`config.mk`:
```
export PLATFORM = sky130hd
export DESIGN_NAME = mcr_config_regs
export DESIGN_NICKNAME = d
export VERILOG_FILES = /design/src/mcr_pkg.sv /design/src/mcr_config_regs.sv /design/src/mcr_wait_timer.sv
export SDC_FILE = /design/constraint.sdc
export NUM_CORES = 1
export LEC_CHECK = 0
export BUFFER_PORTS_ARGS = -buffer_cell sky130_fd_sc_hd__buf_2
export CORE_AREA = 2 2 97 99
export CTS_CLUSTER_DIAMETER = 50
export CTS_CLUSTER_SIZE = 10
export DETAILED_ROUTE_END_ITERATION = 10
export DIE_AREA = 0 0 99 101
export PLACE_DENSITY = 0.8
export SETUP_SLACK_MARGIN = 0.3
export SLEW_MARGIN = 20
export SYNTH_ARGS = -nofsm -noshare
export SYNTH_HDL_FRONTEND = slang
export SYNTH_SLANG_ARGS = --single-unit
```
`constraint.sdc`:
```
create_clock -name mclk_i -period 5 [get_ports mclk_i]
set_input_delay 1.25 -clock mclk_i [delete_from_list [all_inputs] [get_ports mclk_i]]
set_output_delay 1.25 -clock mclk_i [all_outputs]
set_load 0.01 [all_outputs]
```
`src/mcr_pkg.sv`:
```
// Purpose: Constants and types of the config bank
// Assumes: 32-bit register words on the documented register port
// Notes: Field positions and the PROM waitstate, counter and test checkbit reset values live here; widths and other resets are in mcr_config_regs
package mcr_pkg;

    // Register offsets
    localparam logic [11:0] OFF_PROM_IO_CONFIG = 12'h000;
    localparam logic [11:0] OFF_SRAM_CONFIG = 12'h004;
    localparam logic [11:0] OFF_EDAC_CONFIG = 12'h008;

    // First register fields
    localparam int IO_READY_EN_BIT = 26;
    localparam int BUS_ERR_EN_BIT = 25;
    localparam int IO_WS_LSB = 20;
    localparam int PROM_BSZ_LSB = 14;
    localparam int EDAC_AREA_LSB = 12;
    localparam int PROM_WE_BIT = 11;
    localparam int PROM_BW_LSB = 8;
    localparam int PROM_WS_LSB = 0;

    // Second register fields
    localparam int SRAM_BSZ_LSB = 9;
    localparam int RMW_EN_BIT = 6;
    localparam int SRAM_WS_LSB = 0;

    // Third register fields
    localparam int ERR_CNT_LSB = 12;
    localparam int WB_BIT = 11;
    localparam int RB_BIT = 10;
    localparam int SRAM_EDAC_BIT = 9;
    localparam int PROM_EDAC_BIT = 8;
    localparam int TCB_LSB = 0;

    // Reset values and bus width codes
    localparam logic [3:0] PROM_WS_RST = 4'hf;
    localparam logic [1:0] PROM_BW_NARROW = 2'h0;
    localparam logic [1:0] PROM_BW_WIDE = 2'h2;
    localparam logic [7:0] ERR_CNT_RST = 8'h00;
    localparam logic [7:0] TCB_RST = 8'h00;

    // EDAC area arithmetic: smallest bank is 8 kB
    localparam logic [5:0] BANK_BASE_EXP = 6'h0d;

    typedef enum logic [1:0] {
        MCR_AREA_PROM,
        MCR_AREA_SRAM,
        MCR_AREA_IO
    } mcr_area_t;

    typedef struct packed {
        logic io_ready_enable;
        logic bus_error_enable;
        logic [3:0] io_waitstates;
        logic [3:0] prom_bank_size;
        logic [1:0] edac_area_size;
        logic prom_write_enable;
        logic [1:0] prom_bus_width;
        logic [3:0] prom_waitstates;
        logic [3:0] sram_bank_size;
        logic rmw_enable;
        logic [1:0] sram_waitstates;
        logic checkbit_write_bypass;
        logic checkbit_read_bypass;
        logic sram_edac_enable;
        logic prom_edac_enable;
        logic [7:0] test_checkbits;
        logic [7:0] correctable_error_count;
    } mcr_cfg_t;

endpackage : mcr_pkg

```
`src/mcr_config_regs.sv`:
```
// Purpose: Config and status registers of a fault-tolerant memory controller
// Assumes: APB slave port, one clock, synchronous active-high reset
// Notes: Build options are parameters; absent fields read zero
`timescale 1ns/1ps
module mcr_config_regs #(
    parameter bit WSREG = 1'b0,
    parameter bit RMW = 1'b0,
    parameter bit EDACEN = 1'b0,
    parameter bit ERRCNT = 1'b0,
    parameter int CNTBITS = 1,
    parameter bit NARROW_PROM_OPTION = 1'b0,
    parameter logic [3:0] ROMWS = 4'h2,
    parameter logic [3:0] RAMWS = 4'h0,
    parameter logic [3:0] IOWS = 4'h2,
    parameter logic [3:0] ROMBANKSZ = 4'hf,
    parameter logic [3:0] ROMBANKSZDEF = 4'hf,
    parameter logic [3:0] RAMBANKSZ = 4'hf,
    // Arbitrary identity values
    parameter logic [7:0] VENDOR_ID = 8'h5a,
    parameter logic [11:0] DEVICE_ID = 12'h123
) (
    // Clock and reset
    input wire logic mclk_i,
    input wire logic rst_i,
    // APB slave
    input wire logic psel_i,
    input wire logic penable_i,
    input wire logic pwrite_i,
    input wire logic [11:0] paddr_i,
    input wire logic [31:0] pwdata_i,
    output logic [31:0] prdata_o,
    output logic pready_o,
    output logic pslverr_o,
    // External pins
    input wire logic ext_ready_n_i,
    input wire logic ext_error_n_i,
    input wire logic [1:0] width_strap_i,
    input wire logic edac_strap_i,
    // Access sequencing
    input wire logic acc_start_i,
    input wire mcr_pkg::mcr_area_t acc_area_i,
    input wire logic acc_write_i,
    output logic acc_busy_o,
    output logic acc_done_o,
    output logic acc_error_o,
    // EDAC data path
    input wire logic corr_error_i,
    input wire logic read_cb_valid_i,
    input wire logic [7:0] read_cb_i,
    input wire logic [7:0] calc_cb_i,
    output logic [7:0] write_cb_o,
    input wire logic [31:0] prom_addr_i,
    output logic [31:0] checksum_addr_o,
    // Configuration view
    output mcr_pkg::mcr_cfg_t cfg_o,
    output logic narrow_prom_o,
    output logic [19:0] ident_o
);
    localparam bit EDAC_AREA_SIZE_OK = (ROMBANKSZ == 4'h0) && EDACEN && NARROW_PROM_OPTION;
    localparam bit CNT_OK = EDACEN && ERRCNT;
    localparam logic [7:0] CNT_MASK = 8'((9'h1 << CNTBITS) - 9'h1);

    function automatic logic hit(input logic [11:0] addr, input logic [11:0] off);
        hit = (addr == off);
    endfunction : hit

    // Pin synchronisers
    logic [4:0] sync1_r;
    logic [4:0] sync2_r;
    logic ready_n_s;
    logic error_n_s;
    logic [1:0] strap_s;
    logic edac_s;

    always_ff @(posedge mclk_i) begin
        sync1_r <= {edac_strap_i, width_strap_i, ext_error_n_i, ext_ready_n_i};
        sync2_r <= sync1_r;
    end

    assign ready_n_s = sync2_r[0];
    assign error_n_s = sync2_r[1];
    assign strap_s = sync2_r[3:2];
    assign edac_s = sync2_r[4];

    // Register state
    logic io_rdy_en_r, io_rdy_en_nxt;
    logic bus_err_en_r, bus_err_en_nxt;
    logic [3:0] io_ws_r, io_ws_nxt;
    logic [3:0] prom_bsz_r, prom_bsz_nxt;
    logic [1:0] edac_area_size_r, edac_area_size_nxt;
    logic prom_we_r, prom_we_nxt;
    logic [1:0] prom_bw_r, prom_bw_nxt;
    logic [3:0] prom_ws_r, prom_ws_nxt;
    logic [3:0] sram_bsz_r, sram_bsz_nxt;
    logic rmw_en_r, rmw_en_nxt;
    logic [1:0] sram_ws_r, sram_ws_nxt;
    logic wb_r, wb_nxt;
    logic rb_r, rb_nxt;
    logic sram_edac_r, sram_edac_nxt;
    logic prom_edac_r, prom_edac_nxt;
    logic [7:0] tcb_r, tcb_nxt;
    logic [7:0] cnt_r, cnt_nxt;
    logic [7:0] cnt_base;

    logic wr_en;
    logic wr0;
    logic wr1;
    logic wr2;

    assign wr_en = psel_i && penable_i && pwrite_i;
    assign wr0 = wr_en && hit(paddr_i, mcr_pkg::OFF_PROM_IO_CONFIG);
    assign wr1 = wr_en && hit(paddr_i, mcr_pkg::OFF_SRAM_CONFIG);
    assign wr2 = wr_en && hit(paddr_i, mcr_pkg::OFF_EDAC_CONFIG) && EDACEN;

    always_comb begin
        io_rdy_en_nxt = io_rdy_en_r;
        bus_err_en_nxt = bus_err_en_r;
        io_ws_nxt = io_ws_r;
        prom_bsz_nxt = prom_bsz_r;
        edac_area_size_nxt = edac_area_size_r;
        prom_we_nxt = prom_we_r;
        prom_bw_nxt = prom_bw_r;
        prom_ws_nxt = prom_ws_r;
        sram_bsz_nxt = sram_bsz_r;
        rmw_en_nxt = rmw_en_r;
        sram_ws_nxt = sram_ws_r;
        wb_nxt = wb_r;
        rb_nxt = rb_r;
        sram_edac_nxt = sram_edac_r;
        prom_edac_nxt = prom_edac_r;
        tcb_nxt = tcb_r;
        cnt_base = cnt_r;
        if (wr0) begin
            io_rdy_en_nxt = pwdata_i[mcr_pkg::IO_READY_EN_BIT];
            bus_err_en_nxt = pwdata_i[mcr_pkg::BUS_ERR_EN_BIT];
            if (WSREG) begin
                io_ws_nxt = pwdata_i[mcr_pkg::IO_WS_LSB +: 4];
                prom_ws_nxt = pwdata_i[mcr_pkg::PROM_WS_LSB +: 4];
            end
            if (ROMBANKSZ == 4'h0) begin
                prom_bsz_nxt = pwdata_i[mcr_pkg::PROM_BSZ_LSB +: 4];
            end
            if (EDAC_AREA_SIZE_OK) begin
                edac_area_size_nxt = pwdata_i[mcr_pkg::EDAC_AREA_LSB +: 2];
            end
            prom_we_nxt = pwdata_i[mcr_pkg::PROM_WE_BIT];
            prom_bw_nxt = pwdata_i[mcr_pkg::PROM_BW_LSB +: 2];
        end
        if (wr1) begin
            if (RAMBANKSZ == 4'h0) begin
                sram_bsz_nxt = pwdata_i[mcr_pkg::SRAM_BSZ_LSB +: 4];
            end
            if (RMW) begin
                rmw_en_nxt = pwdata_i[mcr_pkg::RMW_EN_BIT];
            end
            if (WSREG) begin
                sram_ws_nxt = pwdata_i[mcr_pkg::SRAM_WS_LSB +: 2];
            end
        end
        if (wr2) begin
            wb_nxt = pwdata_i[mcr_pkg::WB_BIT];
            rb_nxt = pwdata_i[mcr_pkg::RB_BIT];
            sram_edac_nxt = pwdata_i[mcr_pkg::SRAM_EDAC_BIT];
            prom_edac_nxt = pwdata_i[mcr_pkg::PROM_EDAC_BIT];
            tcb_nxt = pwdata_i[mcr_pkg::TCB_LSB +: 8];
            cnt_base = cnt_r & ~pwdata_i[mcr_pkg::ERR_CNT_LSB +: 8];
        end
        // Capture from memory wins over a software write
        if (EDACEN && rb_r && read_cb_valid_i) begin
            tcb_nxt = read_cb_i;
        end
        // Increment on top of a clear so no event is lost
        if (CNT_OK && corr_error_i && (cnt_base != CNT_MASK)) begin
            cnt_nxt = (cnt_base + 8'h01) & CNT_MASK;
        end else begin
            cnt_nxt = cnt_base & CNT_MASK;
        end
        if (!CNT_OK) begin
            cnt_nxt = mcr_pkg::ERR_CNT_RST;
        end
    end

    always_ff @(posedge mclk_i) begin
        if (rst_i) begin
            io_rdy_en_r <= 1'b0;
            bus_err_en_r <= 1'b0;
            io_ws_r <= IOWS;
            prom_bsz_r <= ROMBANKSZDEF;
            edac_area_size_r <= 2'h0;
            prom_we_r <= 1'b0;
            prom_bw_r <= strap_s;
            prom_ws_r <= mcr_pkg::PROM_WS_RST;
            sram_bsz_r <= 4'h0;
            rmw_en_r <= 1'b0;
            sram_ws_r <= RAMWS[1:0];
            wb_r <= 1'b0;
            rb_r <= 1'b0;
            sram_edac_r <= 1'b0;
            prom_edac_r <= edac_s && EDACEN;
            tcb_r <= mcr_pkg::TCB_RST;
            cnt_r <= mcr_pkg::ERR_CNT_RST;
        end else begin
            io_rdy_en_r <= io_rdy_en_nxt;
            bus_err_en_r <= bus_err_en_nxt;
            io_ws_r <= io_ws_nxt;
            prom_bsz_r <= prom_bsz_nxt;
            edac_area_size_r <= edac_area_size_nxt;
            prom_we_r <= prom_we_nxt;
            prom_bw_r <= prom_bw_nxt;
            prom_ws_r <= prom_ws_nxt;
            sram_bsz_r <= sram_bsz_nxt;
            rmw_en_r <= rmw_en_nxt;
            sram_ws_r <= sram_ws_nxt;
            wb_r <= wb_nxt;
            rb_r <= rb_nxt;
            sram_edac_r <= sram_edac_nxt;
            prom_edac_r <= prom_edac_nxt;
            tcb_r <= tcb_nxt;
            cnt_r <= cnt_nxt;
        end
    end

    // Effective configuration
    always_comb begin
        cfg_o = '0;
        cfg_o.io_ready_enable = io_rdy_en_r;
        cfg_o.bus_error_enable = bus_err_en_r;
        cfg_o.io_waitstates = WSREG ? io_ws_r : IOWS;
        cfg_o.prom_bank_size = (ROMBANKSZ == 4'h0) ? prom_bsz_r : ROMBANKSZ;
        cfg_o.edac_area_size = EDAC_AREA_SIZE_OK ? edac_area_size_r : 2'h0;
        cfg_o.prom_write_enable = prom_we_r;
        cfg_o.prom_bus_width = prom_bw_r;
        cfg_o.prom_waitstates = WSREG ? prom_ws_r : ROMWS;
        cfg_o.sram_bank_size = (RAMBANKSZ == 4'h0) ? sram_bsz_r : RAMBANKSZ;
        cfg_o.rmw_enable = RMW && rmw_en_r;
        cfg_o.sram_waitstates = WSREG ? sram_ws_r : RAMWS[1:0];
        cfg_o.checkbit_write_bypass = EDACEN && wb_r;
        cfg_o.checkbit_read_bypass = EDACEN && rb_r;
        cfg_o.sram_edac_enable = EDACEN && sram_edac_r;
        cfg_o.prom_edac_enable = EDACEN && prom_edac_r;
        cfg_o.test_checkbits = EDACEN ? tcb_r : 8'h00;
        cfg_o.correctable_error_count = cnt_r;
    end

    // 8-bit PROM mode only for the narrow code
    assign narrow_prom_o = NARROW_PROM_OPTION && (prom_bw_r == mcr_pkg::PROM_BW_NARROW);
    assign ident_o = {VENDOR_ID, DEVICE_ID};

    // APB read data
    logic [31:0] rd_word;

    always_comb begin
        rd_word = 32'h0000_0000;
        pslverr_o = 1'b0;
        if (hit(paddr_i, mcr_pkg::OFF_PROM_IO_CONFIG)) begin
            rd_word[mcr_pkg::IO_READY_EN_BIT] = cfg_o.io_ready_enable;
            rd_word[mcr_pkg::BUS_ERR_EN_BIT] = cfg_o.bus_error_enable;
            rd_word[mcr_pkg::IO_WS_LSB +: 4] = WSREG ? io_ws_r : 4'h0;
            rd_word[mcr_pkg::PROM_BSZ_LSB +: 4] = cfg_o.prom_bank_size;
            rd_word[mcr_pkg::EDAC_AREA_LSB +: 2] = cfg_o.edac_area_size;
            rd_word[mcr_pkg::PROM_WE_BIT] = cfg_o.prom_write_enable;
            rd_word[mcr_pkg::PROM_BW_LSB +: 2] = cfg_o.prom_bus_width;
            rd_word[mcr_pkg::PROM_WS_LSB +: 4] = WSREG ? prom_ws_r : 4'h0;
        end else if (hit(paddr_i, mcr_pkg::OFF_SRAM_CONFIG)) begin
            rd_word[mcr_pkg::SRAM_BSZ_LSB +: 4] = cfg_o.sram_bank_size;
            rd_word[mcr_pkg::RMW_EN_BIT] = cfg_o.rmw_enable;
            rd_word[mcr_pkg::SRAM_WS_LSB +: 2] = WSREG ? sram_ws_r : 2'h0;
        end else if (hit(paddr_i, mcr_pkg::OFF_EDAC_CONFIG)) begin
            rd_word[mcr_pkg::ERR_CNT_LSB +: 8] = cnt_r;
            rd_word[mcr_pkg::WB_BIT] = cfg_o.checkbit_write_bypass;
            rd_word[mcr_pkg::RB_BIT] = cfg_o.checkbit_read_bypass;
            rd_word[mcr_pkg::SRAM_EDAC_BIT] = cfg_o.sram_edac_enable;
            rd_word[mcr_pkg::PROM_EDAC_BIT] = cfg_o.prom_edac_enable;
            rd_word[mcr_pkg::TCB_LSB +: 8] = cfg_o.test_checkbits;
        end else begin
            pslverr_o = psel_i && penable_i;
        end
    end

    assign prdata_o = rd_word;
    assign pready_o = 1'b1;

    // Access timing and error answers
    logic [3:0] acc_ws;
    logic timer_start;
    logic timer_done;
    logic refuse_r, refuse_nxt;
    logic acc_io_r, acc_io_nxt;

    always_comb begin
        case (acc_area_i)
            mcr_pkg::MCR_AREA_PROM: acc_ws = cfg_o.prom_waitstates;
            mcr_pkg::MCR_AREA_SRAM: acc_ws = {2'h0, cfg_o.sram_waitstates};
            mcr_pkg::MCR_AREA_IO: acc_ws = cfg_o.io_waitstates;
            default: acc_ws = cfg_o.io_waitstates;
        endcase
    end

    always_comb begin
        refuse_nxt = acc_start_i && !acc_busy_o && acc_write_i && !prom_we_r
            && (acc_area_i == mcr_pkg::MCR_AREA_PROM);
        acc_io_nxt = acc_io_r;
        if (acc_start_i && !acc_busy_o) begin
            acc_io_nxt = (acc_area_i == mcr_pkg::MCR_AREA_IO);
        end
    end

    always_ff @(posedge mclk_i) begin
        if (rst_i) begin
            refuse_r <= 1'b0;
            acc_io_r <= 1'b0;
        end else begin
            refuse_r <= refuse_nxt;
            acc_io_r <= acc_io_nxt;
        end
    end

    assign timer_start = acc_start_i && !refuse_nxt && !refuse_r;

    mcr_wait_timer u_timer (
        .mclk_i(mclk_i),
        .rst_i(rst_i),
        .start_i(timer_start),
        .ws_i(acc_ws),
        .stretch_i(io_rdy_en_r && (acc_area_i == mcr_pkg::MCR_AREA_IO)),
        .ready_n_i(ready_n_s),
        .busy_o(acc_busy_o),
        .done_o(timer_done)
    );

    assign acc_done_o = timer_done || refuse_r;
    // Error pin sampled with the last data cycle
    assign acc_error_o = refuse_r || (timer_done && bus_err_en_r && !error_n_s);

    // Checkbit and checksum address outputs
    logic [7:0] write_cb_r, write_cb_nxt;
    logic [31:0] cks_addr_r, cks_addr_nxt;
    logic [5:0] area_exp;
    logic [31:0] area_bytes;

    always_comb begin
        write_cb_nxt = cfg_o.checkbit_write_bypass ? tcb_r : calc_cb_i;
        area_exp = mcr_pkg::BANK_BASE_EXP + {2'h0, cfg_o.prom_bank_size}
            + {4'h0, cfg_o.edac_area_size};
        area_bytes = 32'h1 << area_exp;
        cks_addr_nxt = (area_bytes >> 1) + (area_bytes >> 2) + (prom_addr_i >> 2);
    end

    always_ff @(posedge mclk_i) begin
        if (rst_i) begin
            write_cb_r <= 8'h00;
            cks_addr_r <= 32'h0000_0000;
        end else begin
            write_cb_r <= write_cb_nxt;
            cks_addr_r <= cks_addr_nxt;
        end
    end

    assign write_cb_o = write_cb_r;
    assign checksum_addr_o = cks_addr_r;

endmodule : mcr_config_regs

```
`src/mcr_wait_timer.sv`:
```
// Purpose: Waitstate and bus-ready stretch timer for one memory access
// Assumes: ready_n_i is already synchronised
// Notes: Done comes ws_i+1 cycles after start unless stretched
`timescale 1ns/1ps
module mcr_wait_timer (
    // Clock and reset
    input wire logic mclk_i,
    input wire logic rst_i,
    // Access control
    input wire logic start_i,
    input wire logic [3:0] ws_i,
    input wire logic stretch_i,
    input wire logic ready_n_i,
    // Status
    output logic busy_o,
    output logic done_o
);
    typedef enum logic [1:0] {
        WT_IDLE,
        WT_COUNT,
        WT_STRETCH
    } mcr_wt_state_t;

    mcr_wt_state_t state_r;
    mcr_wt_state_t state_nxt;
    logic [3:0] cnt_r;
    logic [3:0] cnt_nxt;
    logic stretch_r;
    logic stretch_nxt;

    always_comb begin
        state_nxt = state_r;
        cnt_nxt = cnt_r;
        stretch_nxt = stretch_r;
        done_o = 1'b0;
        case (state_r)
            WT_IDLE: begin
                if (start_i) begin
                    state_nxt = WT_COUNT;
                    cnt_nxt = ws_i;
                    stretch_nxt = stretch_i;
                end
            end
            WT_COUNT: begin
                // One extra data cycle per waitstate
                if (cnt_r != 4'h0) begin
                    cnt_nxt = cnt_r - 4'h1;
                end else if (stretch_r && ready_n_i) begin
                    state_nxt = WT_STRETCH;
                end else begin
                    done_o = 1'b1;
                    state_nxt = WT_IDLE;
                end
            end
            WT_STRETCH: begin
                // Held until the ready pin goes low
                if (!ready_n_i) begin
                    done_o = 1'b1;
                    state_nxt = WT_IDLE;
                end
            end
            default: begin
                state_nxt = WT_IDLE;
            end
        endcase
    end

    always_ff @(posedge mclk_i) begin
        if (rst_i) begin
            state_r <= WT_IDLE;
            cnt_r <= 4'h0;
            stretch_r <= 1'b0;
        end else begin
            state_r <= state_nxt;
            cnt_r <= cnt_nxt;
            stretch_r <= stretch_nxt;
        end
    end

    assign busy_o = (state_r != WT_IDLE);

endmodule : mcr_wait_timer

```
==> results of run 1 <==
## layout make-up
type                    count  area (um2)
fillers                   909        5600
well taps                 111         139
flip-flops and latches     60        1220
repair buffers            127         638
clock buffers               9         124
clock inverters             7        66.3
inverters                  10        37.5
multi-input cells         207        1150
## final timing paths
kind | startpoint | endpoint | slack (ns) | depth (start not counted)
min | sync1_r[0] | sync2_r[0] | 0.33 | 0
max | paddr_i[9] | prdata_o[25] | 1.38 | 5
max reg2reg | u_timer.cnt_r[0] | u_timer.state_r[1] | 3.15 | 5
min reg2reg | sync1_r[0] | sync2_r[0] | 0.33 | 0
## worst reg2reg max path, cell delays in order, from the launching register on
cell	delay, ns
dfxtp_1	0.33
inv_1	0.09
ha_1	0.21
or3b_2	0.49
a221oi_1	0.44
mux2i_1	0.23
## per-layer routing
layer / vias up / track usage, %
met5: - / 0
met4: 0 / 6.53
met3: 9 / 3.33
met2: 145 / 18.1
met1: 925 / 11.3
li1: 1009 / -
## cells in the final DEF, fill, tap and decap left out, types with 3 or more instances in the layout
cell	instances
mux2i_1	6
clkbuf_8	9
and2_1	4
nand2_1	17
clkinv_2	3
inv_1	10
ha_1	6
a21oi_1	3
buf_2	126
conb_1	85
dfxtp_1	58
nor2_1	10
nor2b_1	35
## stage by stage
stage | cells | power (mW)
after floorplan | 377 | 0.711
after global placement | 515 | 0.723
after detailed placement | 515 | 0.731
after CTS | 531 | 1.15
after global routing | 531 | 1.20
final | 531 | 1.14
## power by group
group          internal [mW]  leakage (nW)  switching, mW
Clock                  0.227        0.0953          0.191
Combinational         0.0816          1.18          0.121
Sequential             0.509         0.501         0.0104
Total                  0.818          1.78          0.323
## state kept, by name, summed over array words and instances, names as in the netlist
register and cells:
bus_err_en_r 1, checksum_addr_o 31, io_rdy_en_r 1, prom_bw_r 2, prom_we_r 1, refuse_r 1
sync1_r 4, sync2_r 4, u_timer.cnt_r 4, u_timer.state_r 2, u_timer.stretch_r 1, write_cb_o 8
## kinds of logic (layout without fill, tap and decap cells)
| kind of cell | count (synthesis) | after routing | share of synthesized area (%) |
|---|---|---|---|
| other | 2 | 85 | 0.266 |
| AOI/OAI and AO/OA | 20 | 20 | 5.89 |
| and+or+nand+nor | 86 | 86 | 17.5 |
| muxes | 8 | 8 | 2.92 |
| DFF | 60 | 60 | 43.2 |
| xor gates and xnor gates | 2 | 2 | 0.620 |
| buffers and inverters | 110 | 153 | 26.9 |
| adders and majority gates | 6 | 6 | 2.66 |
==> results.sh, run 1 <==
export IMPL_clkTransAtPathRegs_ns=0.07
export IMPL_highest_layer="met4"
export IMPL_end_kind="output port"
export IMPL_crit_family="simple AND/OR/NAND/NOR gates"
export IMPL_wl_mm=5.62
export IMPL_grt_pass1_wl_mm=8.34
export IMPL_cts_setup_buffers=0
export IMPL_core_region_area_um2=8980
export IMPL_antenna_found_initial=0
export IMPL_status="finished, final reports clean"
export IMPL_numClockSinks=60
export IMPL_yosysMostFrequentCell="buf_4"
export IMPL_dr_pass1_iters=4
export IMPL_drtIter0Drc=71
export IMPL_ant_nets=0
export IMPL_crit_type="in2out"
export IMPL_n_antenna_cell=0
export IMPL_htree_levels=3
export IMPL_dieArea_um2=10000
export IMPL_synth_top_area_share_pct=41.1
export IMPL_cts_buffer_depth=2
export IMPL_yosys_area_top_type="dfxtp_1"
export IMPL_synth_seq_cells=60
export IMPL_place_area_um2=3190
export IMPL_cap_violations=0
export IMPL_fmax_mhz=277
export IMPL_critPathMaxFanout=8
export IMPL_cts_resized=0
export IMPL_synthArstFlopShare_pct=0
export IMPL_holdWs_ns=0.326
export IMPL_crit_chain="buf_2, nor4_1, and4_1, and2_1, buf_2"
export IMPL_tightestPinTransition_ns=0.598
export IMPL_synth_seq_area_share_pct=43.2
export IMPL_tns_ns=0
export IMPL_hpwl_mm=4.54
export IMPL_postLayoutCellArea_um2=3380
export IMPL_syn_to_final_growth_pct=19.7
export IMPL_slew_headroom_pct=60.1
export IMPL_grt_usage_pct=10.6
export IMPL_port_buffers=126
export IMPL_post_route_drc_count=0
export IMPL_yosys_top_cells_count="buf_4 (92), dfxtp_1 (58), nor2b_1 (35)"
export IMPL_fp_row_count=35
export IMPL_power_density_nw_per_um2=337
export IMPL_min_path_type="reg2reg"
export IMPL_fin_worst_skew_ns=0.00783
export IMPL_hold_viol=0
export IMPL_ys_top_cells_by_area="dfxtp_1 (41%), buf_4 (24%), nor2b_1 (7.8%)"
export IMPL_layout_min_cycle_time_ns=3.62
export IMPL_route_met3_wl_um=628
export IMPL_leakage_nw=1.78
export IMPL_finalCritPeriodShare_pct=72.3
export IMPL_cts_buffers=9
export IMPL_met2WireLength_mm=2.85
export IMPL_critical_path_max_stage_delay_ns=0.38
export IMPL_ir_drop_mv=0.193
export IMPL_die_h_um=101
export IMPL_synth_area_um2=2820
export IMPL_cp_start_kind="primary input"
export IMPL_place_gp_congestion=0.723
export IMPL_crit_top_cell="buf_2"
export IMPL_cts_root_buf="clkbuf_8"
export IMPL_grt_pass1_vias=1859
export IMPL_synth_cell_types=44
export IMPL_wl_per_cell_um=10.6
export IMPL_crit_arrival_ns=2.37
export IMPL_fp_dieW_um=99
export IMPL_cts_tree="yes"
export IMPL_grt_overflow_total=0
export IMPL_final_setup_viol_count=0
export IMPL_layout_setup_ws_ns=1.38
export IMPL_rsz0062_at_grt="no"
export IMPL_slew_viol_final=0
export IMPL_vias_per_cell=3.93
export IMPL_required_ns=3.75
export IMPL_synthFlopType="dfxtp_1"
export IMPL_grt_start_max_net_pins=35
export IMPL_synth_avg_cell_area_um2=9.61
export IMPL_cp_num_buf_inv=2
export IMPL_vias=2088
export IMPL_ctsHoldBuffers=0
export IMPL_wl_met1_mm=2.04
export IMPL_boundaryPins=252
export IMPL_utilization_pct=37.7
export IMPL_drive_above_1_share_pct=36.4
export IMPL_place_ws_ns=1.33
export IMPL_layout_nets=529
export IMPL_clk_latency_ns=0.33
export IMPL_initial_core_util_pct=31.5
export IMPL_yosys_warnings=0
export IMPL_crit_slowest_cell="and4_1"
export IMPL_synth_cells=294
export IMPL_synth_edf_count=2
No activity file was read; power rests on OpenSTA's default activity.
==> inputs of run 2 (changes only) <==
- CORE_AREA: 2 2 97 99 -> 2 2 98 100
- DIE_AREA: 0 0 99 101 -> 0 0 100 102
- PLACE_DENSITY: 0.8 -> 0.79
- clock period: 5 -> 3.7 ns (I/O delays scaled with it)
==> results.sh, run 2 (synthesis results as in run 1) <==
export IMPL_status="finished, final reports clean"
export IMPL_die_h_um=102
export IMPL_multi_input_area_um2=1150
export IMPL_dr_pass1_iters=4
export IMPL_post_route_drc_count=0
export IMPL_tns_ns=0
export IMPL_fillers=941
export IMPL_layout_commonest_cell="buf_2"
export IMPL_port_buffers=126
export IMPL_grt_start_max_net_pins=32
export IMPL_cts_buffer_depth=2
export IMPL_utilization_pct=37.7
export IMPL_cp_start_kind="flip-flop"
export IMPL_cts_buffers=9
export IMPL_finalCritPeriodShare_pct=82.1
export IMPL_drive_above_1_share_pct=36.4
export IMPL_critPathMaxFanout=13
export IMPL_drtIter0Drc=59
export IMPL_worst_r2r_setup_slack_ns=1.81
export IMPL_slew_viol_final=0
export IMPL_dieArea_um2=10200
export IMPL_met2WireLength_mm=3.03
export IMPL_cts_setup_buffers=0
export IMPL_p_comb_share_pct=16.0
export IMPL_route_met3_wl_um=548
export IMPL_whs_endpoint="sync2_r[0]"
export IMPL_ant_nets=0
export IMPL_wl_per_cell_um=10.8
export IMPL_vias=2103
export IMPL_power_density_nw_per_um2=494
export IMPL_ctsHoldBuffers=0
export IMPL_grt_pass1_wl_mm=8.25
export IMPL_pwr_share_clk_pct=42.7
export IMPL_cts_resized=0
export IMPL_crit_type="reg2out"
export IMPL_grt_pass1_vias=1836
export IMPL_place_gp_congestion=0.753
export IMPL_seqPwrFrac_pct=41.2
export IMPL_fp_dieW_um=100
export IMPL_grt_overflow_total=0
export IMPL_hpwl_mm=4.61
export IMPL_layout_nets=529
export IMPL_ir_drop_mv=0.319
export IMPL_final_seq_area_um2=1220
export IMPL_crit_arrival_ns=2.11
export IMPL_cap_violations=0
export IMPL_fin_worst_skew_ns=0.00321
export IMPL_vias_per_cell=3.96
export IMPL_reg2reg_depth=5
export IMPL_final_cell_mix="buf_2 (126), conb_1 (85), dfxtp_1 (58)"
export IMPL_n_antenna_cell=0
export IMPL_core_region_area_um2=9110
export IMPL_end_kind="output port"
export IMPL_p_switching_mw=0.451
export IMPL_wl_met1_mm=2.09
export IMPL_whs_path_depth=0
export IMPL_highest_layer="met4"
export IMPL_clk_latency_ns=0.33
export IMPL_worstReg2RegStart="u_timer.cnt_r[0]"
export IMPL_holdCritStartpoint="sync1_r[0]"
export IMPL_sw_frac_of_total_pct=26.5
export IMPL_grt_usage_pct=10.6
export IMPL_leakage_nw=1.80
export IMPL_syn_to_final_growth_pct=21.8
export IMPL_fp_row_count=35
export IMPL_wl_mm=5.71
export IMPL_p_int_mw=1.25
export IMPL_cts_tree="yes"
export IMPL_fmax_mhz=329
export IMPL_clkTransAtPathRegs_ns=0.07
export IMPL_cts_root_buf="clkbuf_8"
export IMPL_hold_viol=0
export IMPL_antenna_found_initial=0
export IMPL_min_path_type="reg2reg"
export IMPL_rsz0062_at_grt="no"
export IMPL_largest_reg_flops=31
export IMPL_htree_levels=3
export IMPL_boundaryPins=252
export IMPL_initial_core_util_pct=31.0
export IMPL_layout_min_cycle_time_ns=3.04
export IMPL_rr_endpoint="u_timer.state_r[1]"
export IMPL_numClockSinks=60
export IMPL_required_ns=2.77
export IMPL_final_setup_viol_count=0
## run 2: worst max-delay path, cell delays in order (launching register included)
cell,delay [ns]
dfxtp_1,0.33
inv_1,0.10
ha_1,0.43
and4bb_2,0.35
nand2b_1,0.07
a21bo_2,0.22
o21ai_0,0.14
buf_2,0.15
## run 2: final cells by class
| class | count | share of cell area, % |
|---|---|---|
| Timing Repair Buffer | 127 | 18.6 |
| Inverter | 10 | 1.09 |
| Multi-Input combinational cell | 207 | 33.6 |
| Clock inverter | 7 | 3.60 |
| Tap cell | 111 | 4.04 |
| Sequential cell | 60 | 35.5 |
| Clock buffer | 9 | 3.60 |
## run 2: layer usage
layer / global-route usage (%) / up-vias
met2: 19.4 / 134
met3: 4.58 / 5
met4: 4.11 / 0
met1: 10.8 / 956
met5: 0 / -
li1: - / 1008
## run 2: stage by stage
step | hold slack, ns | cells | area [um2] | power (mW) | setup WS (ns)
finish | 0.325 | 531 | 3440 | 1.70 | 0.663
global route | 0.327 | 531 | 3440 | 1.80 | 0.508
CTS | 0.321 | 531 | 3440 | 1.73 | 0.644
detailed placement | 0.314 | 515 | 3190 | 0.988 | 0.735
global placement | 0.311 | 515 | 3190 | 0.978 | 0.786
floorplan | 0.310 | 377 | 3140 | 0.961 | 0.950
## run 2: worst max-delay path by stage
stage,startpoint,to,slack [ns],cells after the start
2_1_floorplan,paddr_i[1],prdata_o[12],0.95,5
3_3_place_gp,paddr_i[1],prdata_o[26],0.79,5
3_5_place_dp,paddr_i[1],prdata_o[26],0.73,5
4_1_cts,u_timer.state_r[1],acc_error_o,0.64,7
5_1_grt,u_timer.state_r[1],acc_error_o,0.51,7
6_report,u_timer.state_r[1],acc_error_o,0.66,7
## run 2: power groups by stage
| stage | Combinational (mW) | Sequential, mW | Clock (mW) |
|---|---|---|---|
| 4_1_cts | 0.272 | 0.702 | 0.751 |
| 3_5_place_dp | 0.272 | 0.716 | 0 |
| 3_3_place_gp | 0.264 | 0.715 | 0 |
| 5_1_grt | 0.304 | 0.705 | 0.787 |
| 2_1_floorplan | 0.233 | 0.728 | 0 |
| 6_report | 0.272 | 0.701 | 0.726 |
==> inputs of run 3 (changes only) <==
- ABC_AREA: unset -> 1
- PLACE_DENSITY: 0.79 -> 0.83
- clock period: 3.7 -> 2.65 ns (I/O delays scaled with it)
==> results.sh, run 3 <==
export IMPL_fmax_mhz=447
export IMPL_ys_top_cells_by_area="dfxtp_1 (40%), buf_4 (24%), inv_1 (8.1%)"
export IMPL_crit_arrival_ns=1.57
export IMPL_clkTransAtPathRegs_ns=0.06
export IMPL_crit_type="reg2out"
export IMPL_core_region_area_um2=9110
export IMPL_synth_seq_cells=60
export IMPL_critical_path_max_stage_delay_ns=0.33
export IMPL_numClockSinks=60
export IMPL_largest_reg_flops=31
export IMPL_layout_commonest_cell="buf_2"
export IMPL_dp_cells=599
export IMPL_crit_chain="inv_2, ha_4, nand2_2, nor2_2, nand2_1, o21ai_1, nand3_2, o21ai_2, buf_2"
export IMPL_yosys_top_cells_count="buf_4 (92), inv_1 (62), nor2_1 (61)"
export IMPL_port_buffers=126
export IMPL_min_path_type="reg2reg"
export IMPL_layout_min_cycle_time_ns=2.24
export IMPL_yosysMostFrequentCell="buf_4"
export IMPL_grt_usage_pct=10.7
export IMPL_synth_cell_types=25
export IMPL_rsz0062_at_grt="no"
export IMPL_dr_pass1_iters=4
export IMPL_grt_pass1_vias=2096
export IMPL_hold_viol=0
export IMPL_place_gp_congestion=0.752
export IMPL_ant_nets=0
export IMPL_slew_viol_final=0
export IMPL_final_instance_count_excl_fill=616
export IMPL_tns_ns=0
export IMPL_finalCritPeriodShare_pct=84.4
export IMPL_rr_endpoint="u_timer.state_r[0]"
export IMPL_wl_met1_mm=2.19
export IMPL_fp_dieW_um=100
export IMPL_cts_tree="yes"
export IMPL_worstReg2RegStart="u_timer.state_r[0]"
export IMPL_vias_per_cell=3.73
export IMPL_highest_layer="met4"
export IMPL_status="finished, final reports clean"
export IMPL_crit_slowest_cell="dfxtp_2"
export IMPL_grt_overflow_total=0
export IMPL_synth_seq_area_share_pct=42.3
export IMPL_cts_buffers=9
export IMPL_cp_startpoint="u_timer.cnt_r[0]"
export IMPL_vias=2296
export IMPL_n_antenna_cell=0
export IMPL_grt_start_max_net_pins=25
export IMPL_yosys_area_top_type="dfxtp_1"
export IMPL_post_route_drc_count=0
export IMPL_cts_buffer_depth=2
export IMPL_yosys_warnings=0
export IMPL_worst_r2r_setup_slack_ns=1.15
export IMPL_cap_violations=0
export IMPL_hpwl_mm=4.48
export IMPL_synth_edf_count=2
export IMPL_fp_row_count=35
export IMPL_syn_to_final_growth_pct=22.9
export IMPL_final_setup_viol_count=0
export IMPL_antenna_found_initial=0
export IMPL_crit_cells=9
export IMPL_power_total_mw=2.65
export IMPL_fillers=947
export IMPL_met2WireLength_mm=2.78
export IMPL_cp_num_buf_inv=2
export IMPL_critPathMaxFanout=3
export IMPL_end_kind="output port"
export IMPL_dieArea_um2=10200
export IMPL_final_cell_mix="buf_2 (126), conb_1 (85), inv_1 (60), nor2_1 (60), dfxtp_1 (57)"
export IMPL_layout_nets=615
export IMPL_die_h_um=102
export IMPL_htree_levels=3
export IMPL_synthArstFlopShare_pct=0
export IMPL_boundaryPins=252
export IMPL_required_ns=1.99
export IMPL_drive_above_1_share_pct=32.9
export IMPL_reg2reg_depth=11
export IMPL_route_met3_wl_um=561
export IMPL_wl_mm=5.59
export IMPL_clk_latency_ns=0.32
export IMPL_ir_drop_mv=0.305
export IMPL_power_density_nw_per_um2=748
export IMPL_drtIter0Drc=41
export IMPL_synth_avg_cell_area_um2=7.69
export IMPL_leakage_nw=2.12
export IMPL_crit_path_end="acc_error_o"
export IMPL_synthFlopType="dfxtp_1"
export IMPL_wl_per_cell_um=9.08
export IMPL_crit_family="simple AND/OR/NAND/NOR gates"
export IMPL_synth_area_um2=2890
export IMPL_fin_worst_skew_ns=0.00209
export IMPL_synth_cells=375
export IMPL_initial_core_util_pct=31.7
export IMPL_synth_top_area_share_pct=40.2
export IMPL_cts_root_buf="clkbuf_8"
export IMPL_grt_pass1_wl_mm=8.48
export IMPL_cp_start_kind="flip-flop"
==> run 3: where the power goes <==
part	internal (mW)	switching, mW
clock network	0.604	0.335
registers	0.988	0.0374
logic	0.268	0.419
total	1.86	0.791
==> run 3: timing repair <==
item	in CTS	in global routing
gates resized for setup	1	11
setup buffers	1	1
pin swaps	2	4
hold buffers	0	0
setup endpoints to repair	1	2
==> run 3: how the worst min path moves through the flow <==
| stage | startpoint | end | slack [ns] | depth (start not counted) |
|---|---|---|---|---|
| 2_1_floorplan | sync1_r[0] | sync2_r[0] | 0.31 | 0 |
| 3_3_place_gp | sync1_r[3] | sync2_r[3] | 0.31 | 0 |
| 3_5_place_dp | sync1_r[2] | sync2_r[2] | 0.31 | 0 |
| 4_1_cts | sync1_r[0] | sync2_r[0] | 0.33 | 0 |
| 5_1_grt | sync1_r[3] | sync2_r[3] | 0.35 | 0 |
| 6_report | sync1_r[2] | sync2_r[2] | 0.33 | 0 |
==> run 3: area by class of cell <==
type	instances	area, um2	share of cell area [%]
clock buffer	11	163	4.59
clock inverter	4	70.1	1.98
inverter	64	241	6.81
multi-input combinational	236	1050	29.6
sequential	60	1220	34.5
tap	111	139	3.92
timing repair buffer	130	661	18.6
==> run 3: per-layer routing <==
| metal | GRT usage, % | vias to the layer above |
|---|---|---|
| met2 | 19.9 | 124 |
| met4 | 5.37 | 0 |
| met5 | 0 | - |
| met3 | 4.17 | 8 |
| li1 | - | 1177 |
| met1 | 10.3 | 987 |
==> run 3: kinds of logic after synthesis <==
logic type                 synth area share, %
buffers and inverters                     33.1
other                                    0.260
DFF                                       42.3
adders and majority gates                 2.60
AOI/OAI and AO/OA                         3.43
and+or+nand+nor                           18.3
==> run 3: through the flow <==
stage | utilization, % | hold WS [ns] | cell area, um2 | setup WS [ns]
after floorplan | - | 0.310 | 3200 | 0.626
after global placement | 35.9 | 0.311 | 3270 | 0.427
after detailed placement | 35.9 | 0.313 | 3270 | 0.399
after CTS | 38.5 | 0.328 | 3510 | 0.304
after global routing | 38.9 | 0.347 | 3540 | 0.267
final | 38.9 | 0.327 | 3540 | 0.414
